===== src/logic/seeh_pkg.sv =====
// seeh_pkg: constants for the serial eeprom host controller
// assumes: a 250 MHz system clock and a serial eeprom on the far side of the pins
package seeh_pkg;
	localparam int SYS_CLK_MHZ = 250;
	// serial clock half period in system cycles (250 MHz / 40 = 6.25 MHz link)
	localparam int SCK_HALF_CYC = 20;
	// least gap with select high between frames, in ns
	localparam int DESEL_NS = 100;
	localparam int DESEL_CYC = (DESEL_NS * SYS_CLK_MHZ + 999) / 1000;
	// longest internal write cycle, in ms
	localparam int WRITE_MS = 5;
	localparam int WRITE_CYC = WRITE_MS * SYS_CLK_MHZ * 1000;
	// instruction codes
	localparam logic [7:0] OP_READ = 8'h03;
	localparam logic [7:0] OP_WRITE = 8'h02;
	localparam logic [7:0] LATCH_CLEAR_OPCODE = 8'h04;
	localparam logic [7:0] LATCH_SET_OPCODE = 8'h06;
	localparam logic [7:0] STATUS_READ_OPCODE = 8'h05;
	localparam logic [7:0] STATUS_WRITE_OPCODE = 8'h01;
	// status byte fields
	localparam int WRITE_BUSY_FLAG = 0;
	localparam int WRITE_LATCH_FLAG = 1;
	localparam int BLOCK_GUARD_BIT_LOW = 2;
	localparam int BLOCK_GUARD_BIT_HIGH = 3;
	localparam int PROTECT_PIN_ENABLE_BIT = 7;
	// array geometry
	localparam int ADDR_W = 16;
	localparam int PAGE_BYTES = 32;
	localparam logic [15:0] ADDR_MASK = 16'h0fff;
	// user command codes
	typedef enum logic [2:0] {
		SEEH_CMD_READ,
		SEEH_CMD_WRITE,
		SEEH_CMD_WEN,
		SEEH_CMD_WDIS,
		SEEH_CMD_STATUS_READ_OPCODE,
		SEEH_CMD_STATUS_WRITE_OPCODE
	} seeh_cmd_e;
endpackage


===== src/logic/seeh_fifo_if.sv =====
// seeh_fifo_if: write data path between the controller and its fifo
// assumes: a single clock shared by both modports
`timescale 1ns/1ns
interface seeh_fifo_if #(parameter int W = 8);
	logic [W-1:0] wdata;
	logic wvalid;
	logic wready;
	logic [W-1:0] rdata;
	logic rvalid;
	logic rready;
	modport fifo (input wdata, input wvalid, output wready,
		output rdata, output rvalid, input rready);
	modport user (output wdata, output wvalid, input wready,
		input rdata, input rvalid, output rready);
endinterface


===== src/logic/seeh_ctrl.sv =====
// seeh_ctrl: spi host that drives a 4096-byte serial eeprom over its pins
// assumes: the eeprom is the only party on the pins; write data is queued in the fifo
//
// How it works
// RULE1: select low for a frame, high between.
// RULE2: device finishes program cycle despite select.
// RULE3: device output floats while deselected; the model drives the inverse of its last bit instead.
// RULE4: select rise after write starts program.
// RULE5: select driven low once after power-up.
// RULE6: data out on falling, sample on rising.
// RULE7: pin low plus enable refuses status write.
// RULE8: pin fall mid-program has no effect.
// RULE9: enable bit clear makes pin ignored.
// RULE10: pause falls only while serial clock low.
// RULE11: pause rises only while serial clock low.
// RULE12: keep select low and clock still paused.
// RULE13: device output floats during pause; the model drives the inverse of its last bit instead.
// RULE14: every byte goes most significant first.
// RULE15: read 03, write 02, latch clear 04.
// RULE16: latch set 06, status read 05, write 01.
// RULE17: read sends opcode then 16-bit address.
// RULE18: reads stream on, address wraps at 0fff.
// RULE19: latch set needs its own select rise.
// RULE20: write at most 32 bytes in page.
// RULE21: device wraps page overrun inside page.
// RULE22: raise select right after a whole byte.
// RULE23: poll status while busy, no array reads.
// RULE24: status bit layout: busy, latch, guard, enable.
// RULE25: guard code selects protected address range.
// RULE26: latch cleared after write instructions.
// RULE27: internal write lasts at most 5 ms.
// RULE28: unknown opcodes are ignored by device.
`timescale 1ns/1ns
module seeh_ctrl
	import seeh_pkg::*;
#(
	parameter int WRITE_TIMEOUT_CYC = WRITE_CYC,
	parameter int FIFO_DEPTH = PAGE_BYTES
) (
	input wire logic sys_clk_i,
	input wire logic nrst_i,
	// user command port
	input wire logic cmd_valid_i,
	input wire logic [2:0] cmd_i,
	input wire logic [15:0] cmd_addr_i,
	input wire logic [5:0] cmd_len_i,
	input wire logic cmd_pause_i,
	output logic cmd_ready_o,
	input wire logic [7:0] wr_data_i,
	input wire logic wr_valid_i,
	output logic wr_ready_o,
	output logic [7:0] rd_data_o,
	output logic rd_valid_o,
	output logic done_o,
	output logic timeout_o,
	// eeprom pins
	output logic sel_n_o,
	output logic sck_o,
	output logic sdi_o,
	output logic pause_n_o,
	input wire logic sdo_i
);
	typedef enum logic [2:0] {ST_IDLE, ST_OP, ST_ADDR, ST_DATA, ST_GAP, ST_POLL} seeh_st_e;

	typedef struct packed {
		logic [1:0] rst_sync;
		logic [1:0] sdo_sync;
		seeh_st_e st;
		seeh_cmd_e cmd;
		logic [15:0] addr;
		logic [5:0] len;
		logic [7:0] sh;
		logic [2:0] bitc;
		logic [4:0] div;
		logic [5:0] gap;
		logic [31:0] wcnt;
		logic polling;
		logic woke;
		logic sel_n;
		logic sck;
		logic sdi;
		logic pause_n;
		logic cmd_ready;
		logic wr_ready;
		logic [7:0] rd_data;
		logic rd_valid;
		logic done;
		logic timeout;
	} seeh_state_s;

	seeh_state_s s, next_s;
	logic rst_n;
	logic half;
	seeh_fifo_if #(.W(8)) fq ();

	assign rst_n = s.rst_sync[1];
	assign half = s.div == 5'(SCK_HALF_CYC - 1);

	// write data is queued so the user can load a page ahead of the frame
	assign fq.wdata = wr_data_i;
	assign fq.wvalid = wr_valid_i;

	seeh_fifo #(.W(8), .DEPTH(FIFO_DEPTH)) u_fifo (
		.clk_i(sys_clk_i),
		.rst_n_i(rst_n),
		.f(fq)
	);

	// ----------------------------------------------------------------
	// opcode byte for each user command
	// ----------------------------------------------------------------
	function automatic logic [7:0] opcode(input seeh_cmd_e c);
		unique case (c)
			SEEH_CMD_READ: opcode = OP_READ; // RULE15
			SEEH_CMD_WRITE: opcode = OP_WRITE; // RULE15
			SEEH_CMD_WDIS: opcode = LATCH_CLEAR_OPCODE; // RULE15
			SEEH_CMD_WEN: opcode = LATCH_SET_OPCODE; // RULE16
			SEEH_CMD_STATUS_READ_OPCODE: opcode = STATUS_READ_OPCODE; // RULE16
			SEEH_CMD_STATUS_WRITE_OPCODE: opcode = STATUS_WRITE_OPCODE; // RULE16
			default: opcode = STATUS_READ_OPCODE;
		endcase
	endfunction

	// ----------------------------------------------------------------
	// next state
	// ----------------------------------------------------------------
	always_comb begin
		next_s = s;
		next_s.rst_sync = {s.rst_sync[0], 1'b1};
		next_s.sdo_sync = {s.sdo_sync[0], sdo_i};
		next_s.rd_valid = 1'b0;
		next_s.done = 1'b0;
		next_s.timeout = 1'b0;
		fq.rready = 1'b0;
		// the write limit runs over the whole poll loop, not per frame
		if (s.polling) begin
			next_s.wcnt = s.wcnt + 32'd1; // RULE27
		end
		// pause moves only with the clock low and not about to rise,
		// else the device would miss an edge the host has counted
		if (!s.sck && !(s.pause_n && half)) begin
			next_s.pause_n = !cmd_pause_i; // RULE10 RULE11
			if (!s.pause_n && !cmd_pause_i) begin
				// restart the low half so the resynchronised output has settled
				next_s.div = '0; // RULE13
			end
		end
		next_s.wr_ready = fq.wready;
		unique case (s.st)
			ST_IDLE: begin
				next_s.sck = 1'b0;
				next_s.div = '0;
				if (!s.woke) begin
					// a short select pulse arms the device after power-up
					next_s.sel_n = 1'b0; // RULE5
					next_s.woke = 1'b1;
					next_s.gap = '0;
					next_s.st = ST_GAP;
					next_s.cmd_ready = 1'b0;
				end else if (cmd_valid_i && s.cmd_ready) begin
					next_s.cmd = seeh_cmd_e'(cmd_i);
					next_s.addr = cmd_addr_i & ADDR_MASK; // RULE17
					// a page write is capped at one page of data; reads stream on
					next_s.len = cmd_len_i;
					if (seeh_cmd_e'(cmd_i) == SEEH_CMD_WRITE && cmd_len_i > 6'(PAGE_BYTES)) begin
						next_s.len = 6'(PAGE_BYTES); // RULE20
					end
					next_s.sh = opcode(seeh_cmd_e'(cmd_i)); // RULE14
					next_s.sdi = next_s.sh[7]; // RULE14
					next_s.bitc = '0;
					next_s.sel_n = 1'b0; // RULE1
					next_s.cmd_ready = 1'b0;
					next_s.polling = 1'b0;
					next_s.st = ST_OP;
				end
			end
			ST_OP, ST_ADDR, ST_DATA: begin
				// the clock holds still while paused, select stays low
				if (s.pause_n) begin // RULE12
					next_s.div = half ? '0 : s.div + 5'd1;
				end
				if (s.pause_n && half) begin
					next_s.sck = !s.sck;
					if (!s.sck) begin
						// rising edge: device output is valid, sample it
						next_s.sh = {s.sh[6:0], s.sdo_sync[1]}; // RULE6
					end else begin
						// falling edge: end of a bit
						next_s.bitc = s.bitc + 3'd1;
						if (s.bitc == 3'd7) begin
							next_s.bitc = '0;
							unique case (s.st)
								ST_OP: begin
									if (s.cmd == SEEH_CMD_READ || s.cmd == SEEH_CMD_WRITE) begin
										next_s.st = ST_ADDR;
										next_s.len = s.len;
										next_s.sh = s.addr[15:8]; // RULE17
										next_s.gap = 6'd1;
									end else if (s.cmd == SEEH_CMD_STATUS_WRITE_OPCODE) begin
										next_s.st = ST_DATA;
										next_s.sh = s.addr[7:0];
										next_s.len = 6'd1;
									end else if (s.cmd == SEEH_CMD_STATUS_READ_OPCODE) begin
										next_s.st = ST_DATA;
										next_s.len = 6'd1;
									end else begin
										// latch set/clear end here so select rises
										next_s.st = ST_GAP; // RULE19
										next_s.gap = '0;
									end
								end
								ST_ADDR: begin
									if (s.gap != '0) begin
										next_s.sh = s.addr[7:0];
										next_s.gap = '0;
									end else begin
										next_s.st = ST_DATA;
										if (s.cmd == SEEH_CMD_WRITE) begin
											next_s.sh = fq.rdata;
											fq.rready = 1'b1;
										end
									end
								end
								default: begin
									if (s.cmd != SEEH_CMD_WRITE && s.cmd != SEEH_CMD_STATUS_WRITE_OPCODE) begin
										next_s.rd_data = s.sh;
										next_s.rd_valid = 1'b1;
									end
									// read pointer advances inside the device
									next_s.addr = (s.addr + 16'd1) & ADDR_MASK; // RULE18
									next_s.len = s.len - 6'd1;
									if (s.cmd == SEEH_CMD_WRITE && s.len != 6'd1) begin
										next_s.sh = fq.rdata;
										fq.rready = 1'b1;
									end
									// select rises right after the last full byte
									if (s.len == 6'd1) begin
										next_s.st = ST_GAP; // RULE22
										next_s.gap = '0;
									end
								end
							endcase
						end
						// data to the device moves only after a falling edge; the first bit goes out as select falls
						next_s.sdi = next_s.sh[7]; // RULE6 RULE14
					end
				end
			end
			ST_GAP: begin
				// select high after the frame starts any program cycle
				next_s.sel_n = 1'b1; // RULE1 RULE4
				next_s.sck = 1'b0;
				next_s.gap = s.gap + 6'd1;
				if (s.gap == 6'(DESEL_CYC)) begin
					next_s.gap = '0;
					if (s.polling && !s.rd_data[WRITE_BUSY_FLAG]) begin // RULE24
						// the last poll saw the program cycle finished
						next_s.st = ST_IDLE;
						next_s.cmd_ready = 1'b1;
						next_s.done = 1'b1;
						next_s.polling = 1'b0;
					end else if (s.cmd == SEEH_CMD_WRITE || s.cmd == SEEH_CMD_STATUS_WRITE_OPCODE) begin
						// poll the busy flag; array reads wait for it
						next_s.st = ST_POLL; // RULE23
						if (!s.polling) begin
							next_s.wcnt = '0;
						end
						next_s.polling = 1'b1;
					end else begin
						next_s.st = ST_IDLE;
						next_s.cmd_ready = 1'b1;
						next_s.done = s.woke && !s.polling;
					end
				end
			end
			ST_POLL: begin
				if (s.wcnt >= 32'(WRITE_TIMEOUT_CYC)) begin // RULE27
					next_s.st = ST_IDLE;
					next_s.cmd_ready = 1'b1;
					next_s.timeout = 1'b1;
					next_s.polling = 1'b0;
				end else begin
					// each poll is a fresh status-read frame
					next_s.sel_n = 1'b0;
					next_s.sh = STATUS_READ_OPCODE; // RULE23
					next_s.sdi = STATUS_READ_OPCODE[7]; // RULE14
					next_s.bitc = '0;
					next_s.div = '0;
					next_s.cmd = SEEH_CMD_STATUS_READ_OPCODE;
					next_s.st = ST_OP;
				end
			end
			default: next_s.st = ST_IDLE;
		endcase
		// status read results during polling also reach rd_data_o with rd_valid_o; cmd goes back to a write so the loop goes on
		if (s.polling && s.cmd == SEEH_CMD_STATUS_READ_OPCODE && next_s.st == ST_GAP) begin
			next_s.cmd = SEEH_CMD_WRITE;
		end
	end

	always_ff @(posedge sys_clk_i or negedge nrst_i) begin
		if (!nrst_i) begin
			s <= '{st: ST_IDLE, cmd: SEEH_CMD_STATUS_READ_OPCODE, sel_n: 1'b1, pause_n: 1'b1,
				default: '0};
		end else begin
			s <= next_s;
		end
	end

	assign cmd_ready_o = s.cmd_ready;
	assign wr_ready_o = s.wr_ready;
	assign rd_data_o = s.rd_data;
	assign rd_valid_o = s.rd_valid;
	assign done_o = s.done;
	assign timeout_o = s.timeout;
	assign sel_n_o = s.sel_n;
	assign sck_o = s.sck;
	assign sdi_o = s.sdi;
	assign pause_n_o = s.pause_n;
endmodule // seeh_ctrl


===== src/logic/seeh_fifo.sv =====
// seeh_fifo: synchronous fifo with valid/ready on both sides
// assumes: one clock, active-low async reset already synchronised
`timescale 1ns/1ns
module seeh_fifo #(
	parameter int W = 8,
	parameter int DEPTH = 32
) (
	input wire logic clk_i,
	input wire logic rst_n_i,
	seeh_fifo_if.fifo f
);
	localparam int AW = $clog2(DEPTH);
	typedef struct packed {
		logic [AW:0] wp;
		logic [AW:0] rp;
	} seeh_fptr_s;
	seeh_fptr_s s, next_s;
	logic [W-1:0] mem [DEPTH];
	logic full;
	logic empty;

	assign empty = s.wp == s.rp;
	assign full = (s.wp[AW] != s.rp[AW]) && (s.wp[AW-1:0] == s.rp[AW-1:0]);
	assign f.wready = !full;
	assign f.rvalid = !empty;
	assign f.rdata = mem[s.rp[AW-1:0]];

	always_comb begin
		next_s = s;
		if (f.wvalid && !full) begin
			next_s.wp = s.wp + 1'b1;
		end
		if (f.rready && !empty) begin
			next_s.rp = s.rp + 1'b1;
		end
	end

	always_ff @(posedge clk_i) begin
		if (f.wvalid && !full) begin
			mem[s.wp[AW-1:0]] <= f.wdata;
		end
	end

	always_ff @(posedge clk_i or negedge rst_n_i) begin
		if (!rst_n_i) begin
			s <= '0;
		end else begin
			s <= next_s;
		end
	end
endmodule // seeh_fifo


===== config.mk =====
export PLATFORM = sky130hd
export DESIGN_NAME = seeh_ctrl
export DESIGN_NICKNAME = d
export VERILOG_FILES = /design/src/logic/seeh_pkg.sv /design/src/logic/seeh_fifo_if.sv /design/src/logic/seeh_ctrl.sv /design/src/logic/seeh_fifo.sv
export SDC_FILE = /design/constraint.sdc
export NUM_CORES = 1
export LEC_CHECK = 0
export ABC_AREA = 1
export BUFFER_PORTS_ARGS = -buffer_cell sky130_fd_sc_hd__buf_2
export CORE_ASPECT_RATIO = 1.75
export CORE_MARGIN = 10
export CORE_UTILIZATION = 28
export CTS_CLUSTER_SIZE = 30
export DETAILED_ROUTE_END_ITERATION = 10
export PLACE_DENSITY = 0.46
export SETUP_SLACK_MARGIN = 0.4
export SYNTH_ARGS = -nofsm -noshare
export SYNTH_HDL_FRONTEND = slang
export SYNTH_SLANG_ARGS = --single-unit

===== constraint.sdc =====
create_clock -name sys_clk_i -period 1.5 [get_ports sys_clk_i]
set_input_delay 0.3 -clock sys_clk_i [delete_from_list [all_inputs] [get_ports sys_clk_i]]
set_output_delay 0.3 -clock sys_clk_i [all_outputs]
set_load 0.03 [all_outputs]

# [Yosys cells after proc, flatten, opt, wreduce, memory -nomap -nowiden]
# Memory sizes are Yosys's and may differ from the RTL's.
# Index checks and enable logic that the tools add are counted.
[totals] regBits=117 ram_bits=256 input_bits=39 output_inout_bits=17 elab_cells=239 mem_count=1
[mem_list] memory="u_fifo.mem" words=32 word_bits=8 read_ports=1 rd_ports_with_merged_regs=0 wr=1 line_no="seeh_fifo.sv:18" source="logic [W-1:0] mem [DEPTH];"
[op_classes] add_sub_neg=8 order_cmp=2 n_eq_ne=50 muxes=102 bitwise_logic=1 reduce_logical=49
[ops] cell="two-way mux 32 bit" n=4
[ops] cell="two-way mux 33 bit" n=3
[ops] cell="two-way mux 39 bit" n=2
[ops] cell="two-way mux 6 bit" n=12
[ops] cell="case mux 16 bit (3 select lines)" n=1
[ops] cell="two-way mux 3 bit" n=15
[ops] cell="case mux 22 bit (2 select lines)" n=1
[ops] cell="two-way mux 8 bit" n=5
[ops] cell="two-way mux 36 bit" n=1
[ops] cell="two-way mux 1 bit" n=35
[ops] cell="adder 32 x 1 -> 32 bit, second input constant" n=1
[ops] cell="greater-or-equal comparator 32 x 21 -> 1 bit, second input constant" n=1
[ops] cell="two-way mux 16 bit" n=2
[ops] cell="inequality test 3 bit, second input constant" n=10
[ops] cell="AND reduction 9 bit" n=3
[ops] cell="case mux 6 bit (2 select lines)" n=2
[ops] cell="two-way mux 22 bit" n=1
[ops] cell="inequality test 2 bit, second input constant" n=11
[ops] cell="equality test 3 bit, second input constant" n=7
[ops] cell="two-way mux 5 bit" n=4
[ops] cell="adder 6 x 1 -> 6 bit, second input constant" n=3
[ops] cell="case mux 6 bit (3 select lines)" n=1
[ops] cell="AND reduction 6 bit" n=3
[ops] cell="inequality test 4 bit, second input constant" n=4
[ops] cell="39 further kinds" n=80

# [Longest topological paths before layout]
[logic_depth] ltp_word=13 depth_mapped=17 depth_no_buf=14

# [Cells and area by module]
# Synthesis repeated with hierarchy kept, for this count alone.
[hier_totals] cells_unflattened=2091 area_unflattened_um2=18290.0
[modules_own_cells] mod="seeh_fifo" n_inst=1 cells_each=1162 area_each_um2=11811.3 seq_area_each_um2=7987.7
[modules_own_cells] mod="seeh_ctrl" n_inst=1 cells_each=929 area_each_um2=6478.7 seq_area_each_um2=2531.2

# [Worst setup path before layout]
# OpenSTA, ideal clock, no wires.
[synth_timing] path_type="register to register" from="reg u_fifo.s[10] in the netlist's numbering" to="mem u_fifo.mem[11][0], enable pin" setup_ns=0.370 arrival_ns=1.619 t_required_ns=1.130 slack_ns=-0.489 path_stages_with_launch=9 n_path_buf=1 cell_sequence="dfrtp_1 > clkbuf_1 > xor2_1 > nor2_1 > nand2_1 > nand2_2 > nor2_1 > inv_1 > nor2_1"
[synth_via] elab_chain_len=6
[synth_rtl] element="from (decl)" line_no="seeh_fifo.sv:17" source="seeh_fptr_s s, next_s;"
[synth_rtl] element="from (signal assigned)" line_no="seeh_fifo.sv:48" source="s <= next_s;"
[synth_rtl] element="equality test 5 bit" line_no="seeh_fifo.sv:23" source="assign full = (s.wp[AW] != s.rp[AW]) && (s.wp[AW-1:0] == s.rp[AW-1:0]);"
[synth_rtl] element="logical AND 1 bit" line_no="seeh_fifo.sv:23"
[synth_rtl] element="zero test 1 bit"
[synth_rtl] element="via fq.wready" line_no="seeh_fifo_if.sv:7" source="logic wready;"
[synth_rtl] element="logical AND 1 bit" line_no="seeh_fifo.sv:39" source="if (f.wvalid && !full) begin"
[synth_rtl] element="two-way mux 1 bit" line_no="seeh_fifo.sv:39"
[synth_rtl] element="two-way mux 1 bit (implied by the code)" line_no="seeh_fifo.sv:40" source="mem[s.wp[AW-1:0]] <= f.wdata;"
[synth_rtl] element="to (decl)" line_no="seeh_fifo.sv:18"
# The timed path passes the listed nets, and every way through them passes these cells.

# [Final worst setup path]
[layout_timing] from="reg u_fifo.s[0] in the netlist's numbering" to="reg s[69] in the netlist's numbering"
[layout_via] elab_chain_len=8
[layout_rtl] element="memory read (32 x 8 bit) (*)"
[layout_rtl] element="two-way mux 8 bit" line_no="seeh_ctrl.sv:218" source="if (s.cmd == SEEH_CMD_WRITE) begin"
[layout_rtl] element="two-way mux 8 bit" line_no="seeh_ctrl.sv:213" source="if (s.gap != '0) begin"
[layout_rtl] element="case mux 8 bit (2 select lines) (*)" line_no="seeh_ctrl.sv:192" source="unique case (s.st)"
[layout_rtl] element="two-way mux 33 bit (*)" line_no="seeh_ctrl.sv:190" source="if (s.bitc == 3'd7) begin"
[layout_rtl] element="two-way mux 8 bit (*)" line_no="seeh_ctrl.sv:184" source="if (!s.sck) begin"
[layout_rtl] element="two-way mux 33 bit (*)" line_no="seeh_ctrl.sv:182" source="if (s.pause_n && half) begin"
[layout_rtl] element="case mux 16 bit (3 select lines) (*)" line_no="seeh_ctrl.sv:149" source="unique case (s.st)"
[layout_rtl] element="to (signal assigned)" line_no="seeh_ctrl.sv:303" source="s <= '{st: ST_IDLE, cmd: SEEH_CMD_STATUS_READ_OPCODE, sel_n: 1'b1, pause_n: 1'b1,"
[layout_rtl] element="to (signal assigned)" line_no="seeh_ctrl.sv:306" source="s <= next_s;"
[layout_rtl] element="to (decl)" line_no="seeh_ctrl.sv:91" source="seeh_state_s s, next_s;"
# Mark *: on every way between the ends. The rest lies on a longest branch, timed or not. The select of a mux whose other input is x is not followed.
# A chain may end at the register's enable or synchronous reset.

==> impl_results.md <==
- Max Cap Violations: 0
- Via-per-instance ratio: 4.63
- PwrDens: 978 nW/um2
- Fin util: 0.407
- Cell area after layout: 25200 um2
- Vias: 14300
- Status: finished, violations left
- Crit path max-delay family: simple AND/OR/NAND/NOR gates
- Clock Power Share: 0.409
- Syn nets: 1890
- DR pass1 iterations: 5
- ANT cells: 0
- Die W: 209 um
- Clk Latency, worst-skew pair: 0.57 ns
- Syn Area/Cell: 9.50 um2
- Ys Warns: 0
- Initial Utilization: 0.281
- Post-synthesis cell count: 1834
- CTS root buffer: clkbuf_16
- CP Buf/Inv Count: 2
- Hold Path Class: input pin to flop
- Vias in the first global route: 15200
- Setup slack after layout: -0.629 ns
- Switch Pwr: 6.32 mW
- Setup TNS: -178.09 ns
- Pwr Total: 24.7 mW
- Top-count cell post-synth: nand2_1
- Gate power share: 0.118
- CTS H-tree lvls: 2
- Setup CP Type: flop to flop
- WL final: 59100 um
- WHS: 0.0385 ns
- Final period utilization: 1.42
- Number of antenna violations at the first check in global routing: 0
- Largest net degree at the start of global routing: 70
- Synthesized area: 17400 um2
- Share of cells above drive strength 1: 0.382
- Dpl cells: 2917
- DR WL/cell: 19.1 um
- Violated checks: setup timing
- Cts bufs inserted: 39
- Cell-internal power: 18.4 mW
- # DRC: 0
- Distinct cell type count after synthesis: 58
- Slowest cell on crit path: dfrtp_4
- Top cell by count, worst path: nand2_1
- Final HPWL from detailed placement: 41400 um
- Area growth syn-to-layout: 44.8%
- Max incr delay on CP: 0.52 ns
- Min Tclk post-route: 2.13 ns
- DP Worst Slack: -0.776 ns
- TritonCTS Sinks: 369
- Synth top area share: 0.441
- Clock Tree Buf Depth: 3
- Nets: 2324
- Critical path data required time: 1.93 ns
- CP endpoint kind: flop
- Post-synth top flop: edfxtp_1
- Total GRT Usage: 0.156
- Fmax achieved: 470 MHz
- Sequential power share: 0.472
- Initial DRC Count: 691
- Buffers on Ports: 51
- Fraction of power spent switching nets: 0.256
- Final Hold Fails: 0
- Total gr overflow: 0
- Final setup fails: 365
- Yosys reg bits: 369
- Post-route ant nets: 0
- VDD IR max: 664 uV
- TritonCTS clock tree: done
- Die height: 350 um
- Worst-path cell chain: buf_8, buf_16, nor2_1, nor2_1, o21ai_0, nand3_1, nand3_1, nand2_2, nand3_2, nand2_1, nand2_1, nand2_1, nand2_1, nand2_1
- CORE AREA: 61900 um2
- Placed cell area: 21300 um2
- Reg clk slew, reported paths: 0.06 ns
- Largest fanout on the critical path: 16
- Yosys top cell by area: edfxtp_1
- Finished Layout Cells: 3098
- FP Rows: 121
- First-pass GRT wire length: 87900 um
- # fillers: 6002
- Register area share after synthesis: 0.604
- Worst Tran Pin Value: 0.999 ns
- CP Data Arrival Time: 2.56 ns
- Clock skew: 0.0341 ns
- Die area: 73000 um2
- Number of synthesized flops with an enable pin: 256
- GPL Wtd Cong: 0.888
- Ys async rst share: 0.306
- Rel. slew slack: 0.334
- List of most frequent post-synthesis cells: nand2_1 (478), edfxtp_1 (256), nor2_1 (250), nand3_1 (166), inv_1 (142)
- Top Ports: 56
- Leak Pwr: 10.6 nW
- Max-slew violations: 0
- RSZ-0062 raised after global routing: true
- Top cells by area, synth: edfxtp_1 (44%), dfrtp_1 (16%), nand2_1 (10%)
- Crit path launch type: flop
==> power by group through the flow <==
stage	clock, mW	sequential (mW)	combinational [mW]
finish	10.1	11.7	2.92
global route	10.8	11.7	3.15
CTS	10.3	11.6	2.93
detailed placement	0	11.8	2.69
global placement	0	11.8	2.69
floorplan	0	11.8	1.31
==> registers in the layout, summed over array words and instances, names as in the netlist, 2 cells and up <==
register / flops
next_s: 2
rd_data_o: 8
s: 81
u_fifo.mem: 256
u_fifo.s: 12
==> worst min-delay path: stages <==
cell and delay (ns):
buf_2 0.11, nand3_2 0.07, a31oi_1 0.07
==> layout make-up <==
cell class	count	area, um2	area share
flip-flops and latches	369	10500	0.417
multi-input cells	1231	7460	0.296
repair buffers	456	4160	0.165
clock buffers	48	1030	0.0409
well taps	799	1000	0.0396
inverters	167	713	0.0283
clock inverters	24	292	0.0116
repair inverters	4	42.5	0.00169
==> routing by layer <==
layer  share of wire  wire length [um]  track usage
met5               0                 0            0
met4           0.037              2190       0.0599
met1            0.34             19900        0.143
met2            0.60             35600        0.334
met3           0.023              1360       0.0171
==> path summary, 6_finish.rpt <==
check / to / from / slack (ns) / cells after the start
max in group asynchronous: s[18] / nrst_i / 0.76 / 3
min in group asynchronous: u_fifo.s[2] / rst_n / 0.24 / 0
worst max-delay path: s[69] / u_fifo.s[0] / -0.63 / 14
worst min register to register: u_fifo.s[2] / rst_n / 0.24 / 0
worst max register to register: s[69] / u_fifo.s[0] / -0.63 / 14
worst min-delay path: s[73] / cmd_len_i[0] / 0.04 / 3
==> kinds of logic after synthesis <==
group	count (synthesis)	synth area share
buf+inv	234	0.0566
simple gates	982	0.245
flops	369	0.604
mux	1	0.000574
other cells	1	0.000215
fa+ha+maj	17	0.0122
xor+xnor	38	0.0191
compound gates	192	0.0627
==> repair_timing <==
item / in CTS / in global routing
buffers inserted: 78 / 18
endpoints found under the hold margin: 102 / 0
endpoints found under the setup margin: 382 / 382
hold buffers: 5 / 0
resized for setup: 295 / 147
cloned: 6 / 2
pin swaps: 87 / 84
==> placed cells by master (no fill, tap or decap), types with 23 or more instances in the layout <==
cell       count
a21oi_1       30
buf_12        27
buf_2         33
buf_4        296
buf_6         81
clkbuf_16     42
dfrtp_1      102
edfxtp_1     256
inv_1        121
inv_2         23
nand2_1      424
nand2_2       40
nand3_1      136
nand3_2       32
nor2_1       160
nor2_2        44
nor2_4        62
o21ai_0       41
o21ai_1       32
xor2_1        28
No activity file was read; power rests on OpenSTA's default activity.
